## src/pkg/link_tx_pkg.sv

```systemverilog
// Constants and types for the interprocessor link transmitter
// Notes on behaviour
// - Write port A loads accumulator bits 1-15 into the address counter, then F.
// - Write port B loads the whole accumulator into the word counter, then F.
// - Write port C takes accumulator bits 0-3 as target receiver code, then F.
// - Status: target code 0-3, own code 4-7, flags in bits 12-15.
// - Own identity is a 4-bit jumper code, default all ones.
// - Read port A returns address counter on bits 1-15, bit 0 zero.
// - Read port B returns the word counter, then F.
// - Start clears Done, sets Busy, clears timeout and local completion.
// - Clear (F=10) clears Busy, Done, timeout and local completion.
// - While Busy, fetch word at address counter and send to selected receiver.
// - Refused word sets lock-out; keep retrying; timeout only after 10 ms.
// - Acceptance clears lock-out; both counters increment per transfer.
// - Local overflow sets bit 14, remote completion bit 15, stall sets timeout.
// - Any end flag clears Busy, sets Done, interrupts unless disabled.
// - Remote completion never sets timeout; only a 10 ms stall does.
// - Answer only device code 6; bits 8-9 carry the control function.
// - Interrupt disable loads from mask bit 12 on every mask-out.
package link_tx_pkg;
   localparam logic [5:0] device_code = 6'h06;
   localparam logic [1:0] func_none = 2'h0;
   localparam logic [1:0] func_start = 2'h1;
   localparam logic [1:0] func_clear = 2'h2;
   localparam logic [1:0] func_pulse = 2'h3;
   localparam logic [3:0] own_code_default = 4'hf;
   localparam int mask_disable_bit = 12;
   localparam int clock_mhz = 40;
   localparam int timeout_ms = 10;
   localparam int timeout_cycles = timeout_ms * 1000 * clock_mhz;
   localparam logic [14:0] address_reset = 15'h0000;
   localparam logic [15:0] count_reset = 16'h0000;
   localparam logic [3:0] target_reset = 4'h0;
   typedef enum logic [1:0] {
      st_idle = 2'b00,
      st_fetch = 2'b01,
      st_send = 2'b11
   } tx_state_t;
endpackage

```

## src/hdl/tx_word_buffer.sv

```systemverilog
// Two-entry valid/ready buffer between the data channel and the link
`timescale 1ns/10ps
`default_nettype none
module tx_word_buffer #(
   parameter int width = 16
) (
   // Clock and reset
   input wire logic clock,
   input wire logic reset_n,
   input wire logic flush,
   // Filling side
   input wire logic in_valid,
   output logic in_ready,
   input wire logic [width-1:0] in_data,
   // Draining side
   output logic out_valid,
   input wire logic out_ready,
   output logic [width-1:0] out_data
);
   initial begin
      if (width < 1) $error("width must be positive");
   end
   typedef struct packed {
      logic [1:0][width-1:0] word;
      logic [1:0] count;
   } buf_state_t;
   buf_state_t state, next_state;
   logic push, pop;
   assign in_ready = state.count != 2'h2;
   assign out_valid = state.count != 2'h0;
   assign out_data = state.word[0];
   assign push = in_valid && in_ready;
   assign pop = out_valid && out_ready;
   always_comb begin
      next_state = state;
      if (pop) begin
         next_state.word[0] = state.word[1];
      end
      if (push) begin
         if (state.count == 2'h0 || (state.count == 2'h1 && pop)) begin
            next_state.word[0] = in_data;
         end else begin
            next_state.word[1] = in_data;
         end
      end
      next_state.count = state.count + {1'b0, push} - {1'b0, pop};
      // Clear drops held words: a stopped transfer loses them
      if (flush) begin
         next_state.count = 2'h0;
      end
   end
   always_ff @(posedge clock) begin
      if (!reset_n) begin
         state <= '0;
      end else begin
         state <= next_state;
      end
   end
endmodule
`default_nettype wire

```

## src/hdl/tx_stall_timer.sv

```systemverilog
// Acceptance stall timer for the link transmitter
`timescale 1ns/10ps
`default_nettype none
module tx_stall_timer #(
   parameter int limit = 400000
) (
   // Clock and reset
   input wire logic clock,
   input wire logic reset_n,
   // Control
   input wire logic run,
   input wire logic restart,
   output logic expired
);
   localparam int cw = $clog2(limit + 1);
   initial begin
      if (limit < 1) $error("limit must be positive");
   end
   typedef struct packed {
      logic [cw-1:0] count;
   } timer_state_t;
   timer_state_t state, next_state;
   assign expired = state.count == cw'(limit);
   always_comb begin
      next_state = state;
      if (!run || restart) begin
         next_state.count = '0;
      end else if (!expired) begin
         next_state.count = state.count + cw'(1);
      end
   end
   always_ff @(posedge clock) begin
      if (!reset_n) begin
         state <= '0;
      end else begin
         state <= next_state;
      end
   end
endmodule
`default_nettype wire

```

## src/hdl/link_tx_unit.sv

```systemverilog
// Transmitter of the interprocessor adapter: in-out bus, data channel and link
`timescale 1ns/10ps
`default_nettype none
module link_tx_unit #(
   parameter int timeout_limit = link_tx_pkg::timeout_cycles
) (
   // Clock and reset
   input wire logic clock,
   input wire logic reset_n,
   // Jumpers
   input wire logic [3:0] own_code_jumpers,
   // In-out bus: selection, strobes, function
   input wire logic [5:0] device_select,
   input wire logic [1:0] control_function,
   input wire logic write_port_a,
   input wire logic write_port_b,
   input wire logic write_port_c,
   input wire logic read_port_a,
   input wire logic read_port_b,
   input wire logic read_port_c,
   input wire logic mask_out,
   input wire logic [15:0] bus_data_in,
   output logic [15:0] bus_data_out,
   output logic bus_data_oe,
   // In-out bus: flags and interrupt
   output logic selected_busy,
   output logic selected_done,
   output logic interrupt_request,
   // Data channel
   output logic channel_request,
   input wire logic channel_grant,
   output logic [14:0] channel_address,
   input wire logic channel_data_valid,
   input wire logic [15:0] channel_data,
   // Link to the remote receiver
   output logic link_valid,
   output logic [3:0] link_target,
   output logic [3:0] link_source,
   output logic [15:0] link_word,
   input wire logic link_accept,
   input wire logic link_locked_out,
   input wire logic link_remote_complete
);
   initial begin
      if (timeout_limit < 1) $error("timeout_limit must be positive");
   end

   typedef struct packed {
      link_tx_pkg::tx_state_t phase;
      logic [14:0] tx_memory_address_counter;
      logic [15:0] tx_word_counter;
      logic [3:0] target_receiver_select;
      logic [3:0] own_code;
      logic busy;
      logic done;
      logic interrupt_disable;
      logic timeout_flag;
      logic lockout_flag;
      logic local_block_complete;
      logic remote_block_complete;
      logic [15:0] read_word;
      logic read_drive;
      logic reset_seen;
   } tx_core_t;

   tx_core_t state, next_state;
   logic selected;
   logic buf_in_ready, buf_out_valid, buf_out_ready, buf_flush;
   logic [15:0] buf_out_data;
   logic stall_expired, accepted, fetch_taken;
   logic [15:0] tx_link_status;

   assign selected = device_select == link_tx_pkg::device_code;
   assign accepted = buf_out_valid && link_accept && state.busy;
   assign buf_out_ready = accepted;
   // A word counts only when it is granted against an open request
   assign fetch_taken = channel_grant && channel_data_valid && channel_request;
   // Start and Clear both empty the buffer, so a word left by a stopped block is never sent
   assign buf_flush = selected && (control_function == link_tx_pkg::func_start
      || control_function == link_tx_pkg::func_clear);

   tx_word_buffer #(
      .width(16)
   ) word_buffer (
      .clock(clock),
      .reset_n(reset_n),
      .flush(buf_flush),
      .in_valid(fetch_taken),
      .in_ready(buf_in_ready),
      .in_data(channel_data),
      .out_valid(buf_out_valid),
      .out_ready(buf_out_ready),
      .out_data(buf_out_data)
   );

   tx_stall_timer #(
      .limit(timeout_limit)
   ) stall_timer (
      .clock(clock),
      .reset_n(reset_n),
      .run(state.busy),
      .restart(accepted),
      .expired(stall_expired)
   );

   // Status word layout
   always_comb begin
      tx_link_status = 16'h0000;
      tx_link_status[15:12] = state.target_receiver_select;
      tx_link_status[11:8] = state.own_code;
      tx_link_status[3] = state.timeout_flag;
      tx_link_status[2] = state.lockout_flag;
      tx_link_status[1] = state.local_block_complete;
      tx_link_status[0] = state.remote_block_complete;
   end

   // Bus bit 0 is the most significant bit of every word here
   assign bus_data_out = state.read_word;
   assign bus_data_oe = state.read_drive;
   assign selected_busy = selected && state.busy;
   assign selected_done = selected && state.done;
   assign interrupt_request = state.done && !state.interrupt_disable;
   // Request only while there is room, so the channel stalls with the link
   assign channel_request = state.phase == link_tx_pkg::st_fetch && buf_in_ready;
   assign channel_address = state.tx_memory_address_counter;
   assign link_valid = buf_out_valid && state.busy;
   assign link_target = state.target_receiver_select;
   assign link_source = state.own_code;
   assign link_word = buf_out_data;

   always_comb begin
      logic finish;
      logic [15:0] wc_next;
      finish = 1'b0;
      wc_next = 16'h0000;
      next_state = state;
      next_state.read_drive = 1'b0;
      // Jumpers are caught once, after reset is released
      if (!state.reset_seen) begin
         next_state.own_code = own_code_jumpers;
         next_state.reset_seen = 1'b1;
      end
      if (mask_out) begin
         next_state.interrupt_disable = bus_data_in[15 - link_tx_pkg::mask_disable_bit];
      end
      // Transfer engine
      if (state.busy) begin
         case (state.phase)
            link_tx_pkg::st_idle: begin
               next_state.phase = link_tx_pkg::st_fetch;
            end
            link_tx_pkg::st_fetch: begin
               if (fetch_taken) begin
                  next_state.phase = link_tx_pkg::st_send;
               end
            end
            link_tx_pkg::st_send: begin
               if (accepted) begin
                  next_state.phase = link_tx_pkg::st_fetch;
               end
            end
            default: begin
               next_state.phase = link_tx_pkg::st_idle;
            end
         endcase
         if (buf_out_valid && link_locked_out && !link_accept) begin
            next_state.lockout_flag = 1'b1;
         end
         if (accepted) begin
            next_state.lockout_flag = 1'b0;
            next_state.tx_memory_address_counter =
               state.tx_memory_address_counter + 15'h0001;
            wc_next = state.tx_word_counter + 16'h0001;
            next_state.tx_word_counter = wc_next;
            if (wc_next == 16'h0000) begin
               next_state.local_block_complete = 1'b1;
               finish = 1'b1;
            end
            if (link_remote_complete) begin
               next_state.remote_block_complete = 1'b1;
               finish = 1'b1;
            end
         end
         // Only a stall, never a normal end, raises timeout
         if (stall_expired && !accepted) begin
            next_state.timeout_flag = 1'b1;
            finish = 1'b1;
         end
         if (finish) begin
            next_state.busy = 1'b0;
            next_state.done = 1'b1;
            next_state.phase = link_tx_pkg::st_idle;
         end
      end else begin
         next_state.phase = link_tx_pkg::st_idle;
      end
      // Programmed transfers, then the control function
      if (selected) begin
         if (write_port_a) begin
            next_state.tx_memory_address_counter = bus_data_in[14:0];
         end
         if (write_port_b) begin
            next_state.tx_word_counter = bus_data_in;
         end
         if (write_port_c) begin
            next_state.target_receiver_select = bus_data_in[15:12];
         end
         if (read_port_a) begin
            next_state.read_word = {1'b0, state.tx_memory_address_counter};
            next_state.read_drive = 1'b1;
         end else if (read_port_b) begin
            next_state.read_word = state.tx_word_counter;
            next_state.read_drive = 1'b1;
         end else if (read_port_c) begin
            next_state.read_word = tx_link_status;
            next_state.read_drive = 1'b1;
         end
         case (control_function)
            link_tx_pkg::func_start: begin
               next_state.done = 1'b0;
               next_state.busy = 1'b1;
               next_state.timeout_flag = 1'b0;
               next_state.local_block_complete = 1'b0;
               next_state.remote_block_complete = 1'b0;
               next_state.lockout_flag = 1'b0;
               next_state.phase = link_tx_pkg::st_idle;
            end
            link_tx_pkg::func_clear: begin
               next_state.busy = 1'b0;
               next_state.done = 1'b0;
               next_state.timeout_flag = 1'b0;
               next_state.local_block_complete = 1'b0;
               next_state.phase = link_tx_pkg::st_idle;
            end
            default: begin
            end
         endcase
      end
   end

   always_ff @(posedge clock) begin
      if (!reset_n) begin
         state <= '0;
         state.phase <= link_tx_pkg::st_idle;
         state.tx_memory_address_counter <= link_tx_pkg::address_reset;
         state.tx_word_counter <= link_tx_pkg::count_reset;
         state.target_receiver_select <= link_tx_pkg::target_reset;
         state.own_code <= link_tx_pkg::own_code_default;
      end else begin
         state <= next_state;
      end
   end
endmodule
`default_nettype wire

```

## config.mk

```make
export PLATFORM = sky130hd
export DESIGN_NAME = link_tx_unit
export DESIGN_NICKNAME = d
export VERILOG_FILES = /design/src/pkg/link_tx_pkg.sv /design/src/hdl/tx_word_buffer.sv /design/src/hdl/tx_stall_timer.sv /design/src/hdl/link_tx_unit.sv
export SDC_FILE = /design/constraint.sdc
export NUM_CORES = 1
export LEC_CHECK = 0
export ABC_AREA = 1
export BUFFER_PORTS_ARGS = -buffer_cell sky130_fd_sc_hd__buf_4
export CORE_ASPECT_RATIO = 2
export CORE_MARGIN = 10
export CORE_UTILIZATION = 53
export CTS_BUF_LIST = sky130_fd_sc_hd__clkbuf_16
export DETAILED_ROUTE_END_ITERATION = 8
export MAX_ROUTING_LAYER = met4
export PLACE_DENSITY = 0.76
export SYNTH_ARGS = -nofsm -noshare
export SYNTH_HDL_FRONTEND = slang
export SYNTH_SLANG_ARGS = --single-unit
export TNS_END_PERCENT = 1
```

## constraint.sdc

```tcl
create_clock -name clock -period 5.7 [get_ports clock]
set_input_delay 0 -clock clock [delete_from_list [all_inputs] [get_ports clock]]
set_output_delay 0 -clock clock [all_outputs]
set_load 0.02 [all_outputs]
```

==> results.toml, run 1 <==
[power_and_ir_drop]
peakVddDrop_v = 0.000243
power.leakage_nw = 3.32
power.density_nw_per_um2 = 266

[layout]
drive_gt1_share_pct = 18.2
nFillCells = 1006
instances_no_fill = 1133
nets = 1039
syn2layout_area_growth_pct = 24.7

[sta]
fin_setup_tns_ns = 0
tightest_slew_ns = 0.773
min_period_over_period_pct = 40.4
min_period_ns = 2.30
finalMaxSlewViolations = 0
fmax_ghz = 0.435
fin_worst_skew_ns = 0.00776
hold_viol_final = 0
finalSetupViolCount = 0
relSlewSlack_pct = 48.4
rsz0062_at_grt = "false"

[detailed_routing]
viasPerCell = 5.48
final_antenna_net_count = 0
drc = 0
vias = 6207
drtIter0Drc = 359
avgRoutedWirePerCell_um = 16.6
dr.pass1.iters = 6
finalWirelength_um = 18800

[synthesis]
ys_seq_elements = 119
synth_edf_count = 0
syn-num-nets = 948
synth.distinct_cells = 45
synthCells = 883
syn-cell-area_sq_um = 6270
syn_avg_cell_area_sq_um = 7.10
async_reset_ff_share_pct = 0
ys.flop_type = "dfxtp_1"
ys_warn_count = 0
ys_seq_area_share_pct = 38.0

[worst_setup_path]
slowest_delay_ns = 0.38
cp.required_ns = 6.05
r2r_end = "word_buffer.state[1]"
cpLargestDelayFamily = "simple AND/OR/NAND/NOR gates"
reg2reg_depth = 9
path_class = "flip-flop to flip-flop"
reg2reg_slack_ns = 3.40
cp_max_fo = 44
start_kind = "flip-flop"
crit_chain = "inv_2 -> nor2_4 -> nand2_8 -> inv_4 -> ha_1 -> inv_1 -> ha_1 -> or2_2 -> a21oi_1"
critPathBufInv = 3
timing.rr.start = "state[24]"
slowest_stage = "dfxtp_1"
endpoint_kind = "flip-flop"
crit_top_cell = "ha_1"
arrival_ns = 2.65

[cts]
clockBufferDepth = 2
cts_sinks = 119
clockRootBuffer = "clkbuf_16"
cts_buffers = 17
cts_tree = "yes"
htree_levels = 4
clkTransAtPathRegs_ns = 0.05
ctsResizeCount = 0
insertion_delay_ns = 0.42

[job]
max_cap_viol_count = 0

[global_route]
grt_max_degree = 74
track_usage_pct = 22.6
grt_overflow = 0
grt_pass1_vias = 6210
grt_antenna_before_repair = 1
grt_first_pass_wirelength_um = 30500

[hold_path]
min_from = "control_function[0]"
hold_end = "state[24]"
holdPathStages = 5
hold_class = "input port to flip-flop"

[place]
place_hpwl_um = 13600
port_buffers = 118
post-place-cells = 1057
finalWeightedCongestion = 0.938

[die]
die_w_um = 96.9
rows = 56
die_h_um = 174
dieArea_sq_um = 16800
start_util_pct = 53.9
ios = 119
core-area_sq_um = 11600

[run_status]
status = "finished clean"
synthesized netlist by cell type, types with 8 or more instances:
master | instances | area (sq um)
o211ai_1 | 8 | 60.1
a31oi_1 | 14 | 87.6
nand4_1 | 16 | 100
dfxtp_1 | 119 | 2380
xor2_1 | 10 | 87.6
nand2_1 | 144 | 541
o22ai_1 | 9 | 56.3
nand3_1 | 41 | 205
buf_4 | 56 | 420
nor3_1 | 17 | 85.1
o21ai_0 | 96 | 480
nor2_1 | 103 | 387
clkbuf_1 | 22 | 82.6
a21oi_1 | 50 | 250
inv_1 | 92 | 345
placed cells by master, fill, tap and decap left out, types with 8 or more instances in the layout:
cell type	count
xor2_1	10
nor2_1	103
a21oi_1	50
o22ai_1	9
dfxtp_1	119
nand3_1	41
buf_4	118
o21ai_0	96
nand2_1	144
a31oi_1	14
o211ai_1	8
inv_1	92
nand4_1	16
dlygate4sd3_1	43
clkbuf_16	17
nor3_1	17
through the flow:
step	area, sq um	util (%)	hold slack, ns	setup slack, ns	total power [mW]
2_1_floorplan	6270	-	0.0277	3.83	0.905
4_1_cts	7820	67.2	0.00249	3.42	2.09
5_1_grt	7820	67.3	0.0332	3.22	2.14
3_5_place_dp	6780	58.3	0.194	3.42	0.957
6_report	7820	67.3	0.00386	3.40	2.08
3_3_place_gp	6780	58.3	0.199	3.46	0.956
power by group:
| part | leakage, nW | total, mW | internal, mW | switching, mW |
|---|---|---|---|---|
| logic | 2.07 | 0.122 | 0.0609 | 0.0615 |
| clock network | 0.287 | 1.11 | 0.723 | 0.392 |
| registers | 0.960 | 0.842 | 0.838 | 0.00469 |
| total | 3.32 | 2.08 | 1.62 | 0.458 |
worst max path at each step:
| stage | startpoint | to | slack [ns] | cells after the start |
|---|---|---|---|---|
| finish | state[24] | word_buffer.state[1] | 3.40 | 9 |
| global route | state[24] | word_buffer.out_data[11] | 3.22 | 9 |
| CTS | state[24] | word_buffer.state[1] | 3.42 | 9 |
| detailed placement | reset_n | stall_timer.state[14] | 3.42 | 5 |
| global placement | state[24] | word_buffer.state[1] | 3.46 | 9 |
| floorplan | state[24] | word_buffer.state[1] | 3.83 | 10 |
worst min-delay path: stages:
cell,delay [ns]
buf_4,0.08
ha_1,0.12
nor2_1,0.06
inv_1,0.06
a21oi_1,0.06
per-layer routing:
metal | vias up | part of all wire, % | wire [um] | global-route usage, %
met3 | 85 | 5.2 | 967 | 4.87
met1 | 2849 | 34 | 6320 | 19.9
li1 | 3053 | - | - | -
met5 | - | 0 | 0 | -
met2 | 220 | 55 | 10300 | 41.7
met4 | 0 | 6.1 | 1150 | 15.1
registers in the layout, summed over array words and instances, names as in the netlist:
signal / cells
stall_timer.state: 19
word_buffer.state: 18
channel_address: 15
link_source: 4
bus_data_out: 16
bus_data_oe: 1
link_target: 4
word_buffer.out_data: 16
state: 26
repair_timing:
item / 4_1_cts / 5_1_grt
setup buffers: 0 / 0
hold buffers: 43 / 0
endpoints found under the hold margin: 78 / 0
kinds of logic after synthesis:
kind of cell,after synthesis,share of synthesized area (%)
compound gates,201,18.0
xor+xnor,16,2.23
fa+ha+maj,7,1.40
buf+inv,187,14.8
flops,119,38.0
simple gates,353,25.5
cell type report:
class                   count  area (sq um)  share of cell area [%]
clock inverters            15           185                    2.37
repair buffers            161          1320                    16.8
clock buffers              17           425                    5.44
flip-flops and latches    119          2380                    30.5
well taps                 145           181                    2.32
multi-input cells         577          2960                    37.8
inverters                  98           370                    4.73
diodes                      1          2.50                  0.0320
Note: power is estimated with default switching activity, not from simulation.
==> run 2: changes to the inputs <==
Clock period 5.7 ns to 2.35 ns, I/O delays scaled along.
==> run 2 against run 1 <==
Effect of this change: critical path depth unchanged; clock-buffer cell count unchanged; critical path type unchanged; register-to-register slack worse by 3.3 ns.
==> results.toml, run 2 (same netlist as run 1, synthesis figures left out) <==
[run_status]
status = "finished clean"

[layout]
antenna_cells = 0
reg.largest.list = "state: 26 flops, stall_timer.state: 19 flops, word_buffer.state: 18 flops"
largest_reg_flops = 26
multi_input_area_sq_um = 2960
nFillCells = 976
nets = 1052
drive_gt1_share_pct = 19.4
final_common_cell = "nand2_1"
seq_area_sq_um = 2380
regMostFlops = "state"
syn2layout_area_growth_pct = 26.6
mostFrequentLayoutCells = "nand2_1 (144), buf_4 (130), dfxtp_1 (119)"

[die]
start_util_pct = 53.9
ios = 119
rows = 56
die_w_um = 96.9
core-area_sq_um = 11600
dieArea_sq_um = 16800
die_h_um = 174

[detailed_routing]
finalWirelength_um = 19400
viasPerCell = 5.41
drtIter0Drc = 348
final_antenna_net_count = 0
drc = 0
vias = 6191
dr.pass1.iters = 7
avgRoutedWirePerCell_um = 17.0

[cts]
cts_sinks = 119
htree_levels = 4
cts_tree = "yes"
clockBufferDepth = 2
insertion_delay_ns = 0.42
clockRootBuffer = "clkbuf_16"
ctsResizeCount = 0
postCtsSetupRepairBufs = 0
clkTransAtPathRegs_ns = 0.06
cts_buffers = 17

[sta]
rsz0062_at_grt = "false"
tightest_slew_ns = 0.556
min_period_over_period_pct = 95.8
hold_viol_final = 0
finalMaxSlewViolations = 0
fmax_ghz = 0.444
min_period_ns = 2.25
fin_setup_tns_ns = 0
fin_worst_skew_ns = 0.00853
finalSetupViolCount = 0
hold_ws_ns = 0.0151
fin_ws_ns = 0.0982
relSlewSlack_pct = 62.9

[worst_setup_path]
critPathBufInv = 5
cp.required_ns = 2.66
cpLargestDelayFamily = "buffers and inverters"
reg2reg_slack_ns = 0.1
arrival_ns = 2.56
slowest_delay_ns = 0.59
crit_chain = "inv_2 -> nor2_4 -> nand2_8 -> inv_4 -> buf_4 -> o211ai_1 -> o211ai_1 -> dlygate4sd3_1 -> inv_1"
endpoint_kind = "flip-flop"
start_kind = "flip-flop"
cp_max_fo = 18
slowest_stage = "dlygate4sd3_1"
path_class = "flip-flop to flip-flop"
crit_top_cell = "o211ai_1"

[global_route]
grt_pass1_vias = 6393
grt_max_degree = 51
grt_antenna_before_repair = 0
grt_overflow = 0
grt_first_pass_wirelength_um = 31300
track_usage_pct = 23.3

[power_and_ir_drop]
power.density_nw_per_um2 = 642
power.leakage_nw = 3.40
peakVddDrop_v = 0.000548

[place]
pre_cts_slack_ns = 0.359
port_buffers = 118
finalWeightedCongestion = 0.993
place_hpwl_um = 14200

[hold_path]
hold_class = "input port to flip-flop"

[job]
max_cap_viol_count = 0
==> run 2: cell types whose count changed in the layout (fill, tap and decap cells not counted), sizes merged <==
cell | before | now
inv | 97 | 98
clkinvlp | 4 | 1
buf | 118 | 130
dlygate4sd3 | 43 | 44
clkinv | 8 | 10
diode | 1 | 0
==> run 2: cell type report <==
type,count,share of cell area (%)
clock buffers,17,5.36
clock inverters,15,2.55
inverters,98,4.67
multi-input cells,577,37.3
flip-flops and latches,119,30.0
well taps,145,2.29
repair buffers,174,17.8
==> run 2: where the power goes <==
| part | leakage [nW] | internal [mW] | switching, mW |
|---|---|---|---|
| logic | 2.13 | 0.152 | 0.151 |
| registers | 0.960 | 2.03 | 0.0110 |
| clock network | 0.305 | 1.78 | 0.978 |
| total | 3.40 | 3.96 | 1.14 |
==> run 2: through the flow <==
stage               cell area, sq um  cells  power (mW)  utilization [%]
global placement                6870   1069        2.32             59.1
global route                    7940   1145        5.23             68.2
detailed placement              6870   1069        2.33             59.1
CTS                             7940   1145        5.11             68.2
floorplan                       6270    883        2.20                -
finish                          7940   1145        5.10             68.2
==> run 2: worst reg2reg max path, stage by stage (launching register included) <==
cell and delay, ns:
dfxtp_1 0.41, inv_2 0.11, nor2_4 0.20, nand2_8 0.11, inv_4 0.18, buf_4 0.29
o211ai_1 0.12, o211ai_1 0.10, dlygate4sd3_1 0.59, inv_1 0.05
==> run 2: worst paths after layout <==
kind	start	to	cells after the start
worst min register to register	state[18]	state[18]	2
worst max register to register	state[24]	channel_address[12]	9
worst min-delay path	write_port_c	link_target[2]	3
worst max-delay path	state[24]	channel_address[12]	9
==> run 2: per-layer routing <==
metal	up-vias	part of all wire, %	GRT usage, %
met5	-	0	-
met4	0	6.8	17.0
met3	74	4.8	4.47
met2	241	55	43.3
met1	2814	33	19.8
li1	3062	-	-
==> run 2: timing repair <==
action                                 4_1_cts  5_1_grt
setup endpoints to repair                    0        0
endpoints found under the hold margin       74        0
hold buffers                                44        0
==> run 3: changes to the inputs <==
Settings changed: ABC_AREA 1 to default.
==> run 3 against run 2 <==
Effect of this change: sequential power hardly changed; power fell by 5.3%; register-to-register slack gained 0.22 ns; worst setup slack better by 0.22 ns; first-iteration DRC count up 2.0%; critical endpoint is now word_buffer.out_data[13]; largest cell class unchanged; highest routed layer unchanged.
==> results.toml, run 3 <==
[run_status]
status = "finished clean"

[global_route]
grt_first_pass_wirelength_um = 28300
track_usage_pct = 22.2
grt_max_degree = 80
grt_antenna_before_repair = 0
grt_pass1_vias = 5852
grt_overflow = 0

[cts]
cts_hold_buffers = 55
cts_buffers = 17
cts_tree = "yes"
cts_sinks = 119
clockRootBuffer = "clkbuf_16"
insertion_delay_ns = 0.42
ctsResizeCount = 0
clkTransAtPathRegs_ns = 0.06
htree_levels = 4
clockBufferDepth = 2
postCtsSetupRepairBufs = 0

[die]
dieArea_sq_um = 16500
core-area_sq_um = 11300
die_h_um = 172
ios = 119
start_util_pct = 54.3
die_w_um = 96.0
rows = 55

[layout]
regMostFlops = "state"
syn2layout_area_growth_pct = 26.9
drive_gt1_share_pct = 21.3
nets = 936
largest_reg_flops = 26
antenna_cells = 0
finish.utilization_pct = 68.8
nFillCells = 938
final_common_cell = "nand2_1"
instances_no_fill = 1026
reg.largest.list = "state: 26 flops, stall_timer.state: 19 flops, word_buffer.state: 18 flops"
mostFrequentLayoutCells = "nand2_1 (143), buf_4 (130), dfxtp_1 (119)"

[sta]
finalMaxSlewViolations = 0
rsz0062_at_grt = "false"
tightest_slew_ns = 0.839
relSlewSlack_pct = 44.1
fmax_ghz = 0.492
finalSetupViolCount = 0
min_period_ns = 2.03
fin_worst_skew_ns = 0.00732
hold_viol_final = 0
fin_setup_tns_ns = 0
min_period_over_period_pct = 86.5

[synthesis]
synth.area.top_cells = "dfxtp_1 (39%), nand2_1 (8.8%), buf_4 (6.7%)"
synthAdderAreaFrac_pct = 1.43
syn-num-nets = 833
syn-cell-area_sq_um = 6120
synth_top_area_cell = "dfxtp_1"
synth_top_family_by_area = "simple AND/OR/NAND/NOR gates"
synth_commonest_cells = "nand2_1 (143), dfxtp_1 (119), nor2_1 (88)"
ys_warn_count = 0
async_reset_ff_share_pct = 0
synth.distinct_cells = 58
synth_top_area_share_pct = 38.9
synthCells = 768
synth_compound_area_share_pct = 15.0
synth-simple-area-share_pct = 25.5
ys_seq_area_share_pct = 38.9
syn_avg_cell_area_sq_um = 7.97
synth_xor_area_share_pct = 6.72
synthMuxAreaShare_pct = 1.14
ys_seq_elements = 119
ys.flop_type = "dfxtp_1"
synth_most_common_cell = "nand2_1"
synth_edf_count = 0

[detailed_routing]
vias = 5701
viasPerCell = 5.56
final_antenna_net_count = 0
drtIter0Drc = 355
drc = 0
avgRoutedWirePerCell_um = 17.2
dr.pass1.iters = 5
finalWirelength_um = 17700

[hold_path]
hold_class = "input port to flip-flop"
holdPathStages = 4

[worst_setup_path]
cp.depth = 8
arrival_ns = 2.34
critPathBufInv = 2
crit_chain = "o21a_2 -> nand2_2 -> buf_4 -> a21oi_1 -> nand2_1 -> buf_4 -> nor2_1 -> a311oi_1"
endpoint_kind = "flip-flop"
slowest_stage = "dfxtp_1"
reg2reg_depth = 8
cp_max_fo = 32
cp.required_ns = 2.66
crit_top_cell = "buf_4"
path_class = "flip-flop to flip-flop"
start_kind = "flip-flop"
cpLargestDelayFamily = "compound AO/OA/AOI/OAI gates"
slowest_delay_ns = 0.36

[place]
post-place-cells = 939
finalWeightedCongestion = 0.904
port_buffers = 118
place_hpwl_um = 12100

[job]
max_cap_viol_count = 0

[power_and_ir_drop]
power.density_nw_per_um2 = 621
peakVddDrop_v = 0.000509
power.leakage_nw = 2.95
run 3: cell count changes in the layout (fill, tap and decap cells not counted), sizes merged, moves of 9 or more:
cell         previous run  this run
o21ai                  97        21
nor2                  117        90
and3                    0        14
a31oi                  14         1
xnor2                   6        24
nand4                  17         6
a211oi                  2        30
inv                    98        19
xor2                   10        23
a21oi                  52        61
nand3                  42        27
dlygate4sd3            44        55
a311oi                  7        18
o22ai                   9         0
run 3: final cells by class:
class | instances | area (sq um) | area share [%]
tap | 142 | 178 | 2.29
timing repair buffer | 185 | 1530 | 19.6
clock inverter | 15 | 146 | 1.88
multi-input combinational | 533 | 3050 | 39.3
sequential | 119 | 2380 | 30.7
inverter | 15 | 57.6 | 0.741
clock buffer | 17 | 425 | 5.48
run 3: path summary, 6_finish.rpt:
| kind | startpoint | to | slack, ns |
|---|---|---|---|
| worst max-delay path | word_buffer.state[1] | word_buffer.out_data[13] | 0.32 |
| worst min-delay path | device_select[5] | state[24] | 0.03 |
| worst max register to register | word_buffer.state[1] | word_buffer.out_data[13] | 0.32 |
| worst min register to register | word_buffer.state[29] | word_buffer.state[29] | 0.45 |
run 3: metrics by stage:
stage	hold slack (ns)	total power, mW	setup slack [ns]	cell area (sq um)
detailed placement	0.213	2.29	0.354	6650
global placement	0.211	2.29	0.450	6650
floorplan	0.0277	2.18	0.290	6120
finish	0.0252	4.83	0.318	7770
global route	0.0542	4.96	0.186	7770
CTS	0.0185	4.84	0.337	7770
run 3: report_power, final:
part	switching, mW	leakage [nW]	total [mW]	internal [mW]
clock network	1.03	0.269	2.51	1.48
logic	0.130	1.72	0.276	0.146
registers	0.0135	0.960	2.04	2.03
run 3: cells by family (layout without fill, tap and decap cells):
group | after synthesis | count (layout)
muxes | 7 | 7
buffers and inverters | 116 | 232
adders and majority gates | 7 | 7
AOI/OAI and AO/OA | 143 | 143
xor gates and xnor gates | 47 | 47
DFF | 119 | 119
and+or+nand+nor | 329 | 329
run 3: worst reg2reg max path: stages, from the launching register on:
cell and delay [ns]:
dfxtp_1 0.36, o21a_2 0.26, nand2_2 0.09, buf_4 0.29, a21oi_1 0.15, nand2_1 0.08
buf_4 0.31, nor2_1 0.10, a311oi_1 0.28
run 3: metal layers:
layer	global-route usage (%)	vias up	wire length, um
li1	-	2770	-
met1	21.0	2703	6110
met2	40.8	184	10100
met3	4.56	44	909
met4	10.3	0	559
met5	-	-	0
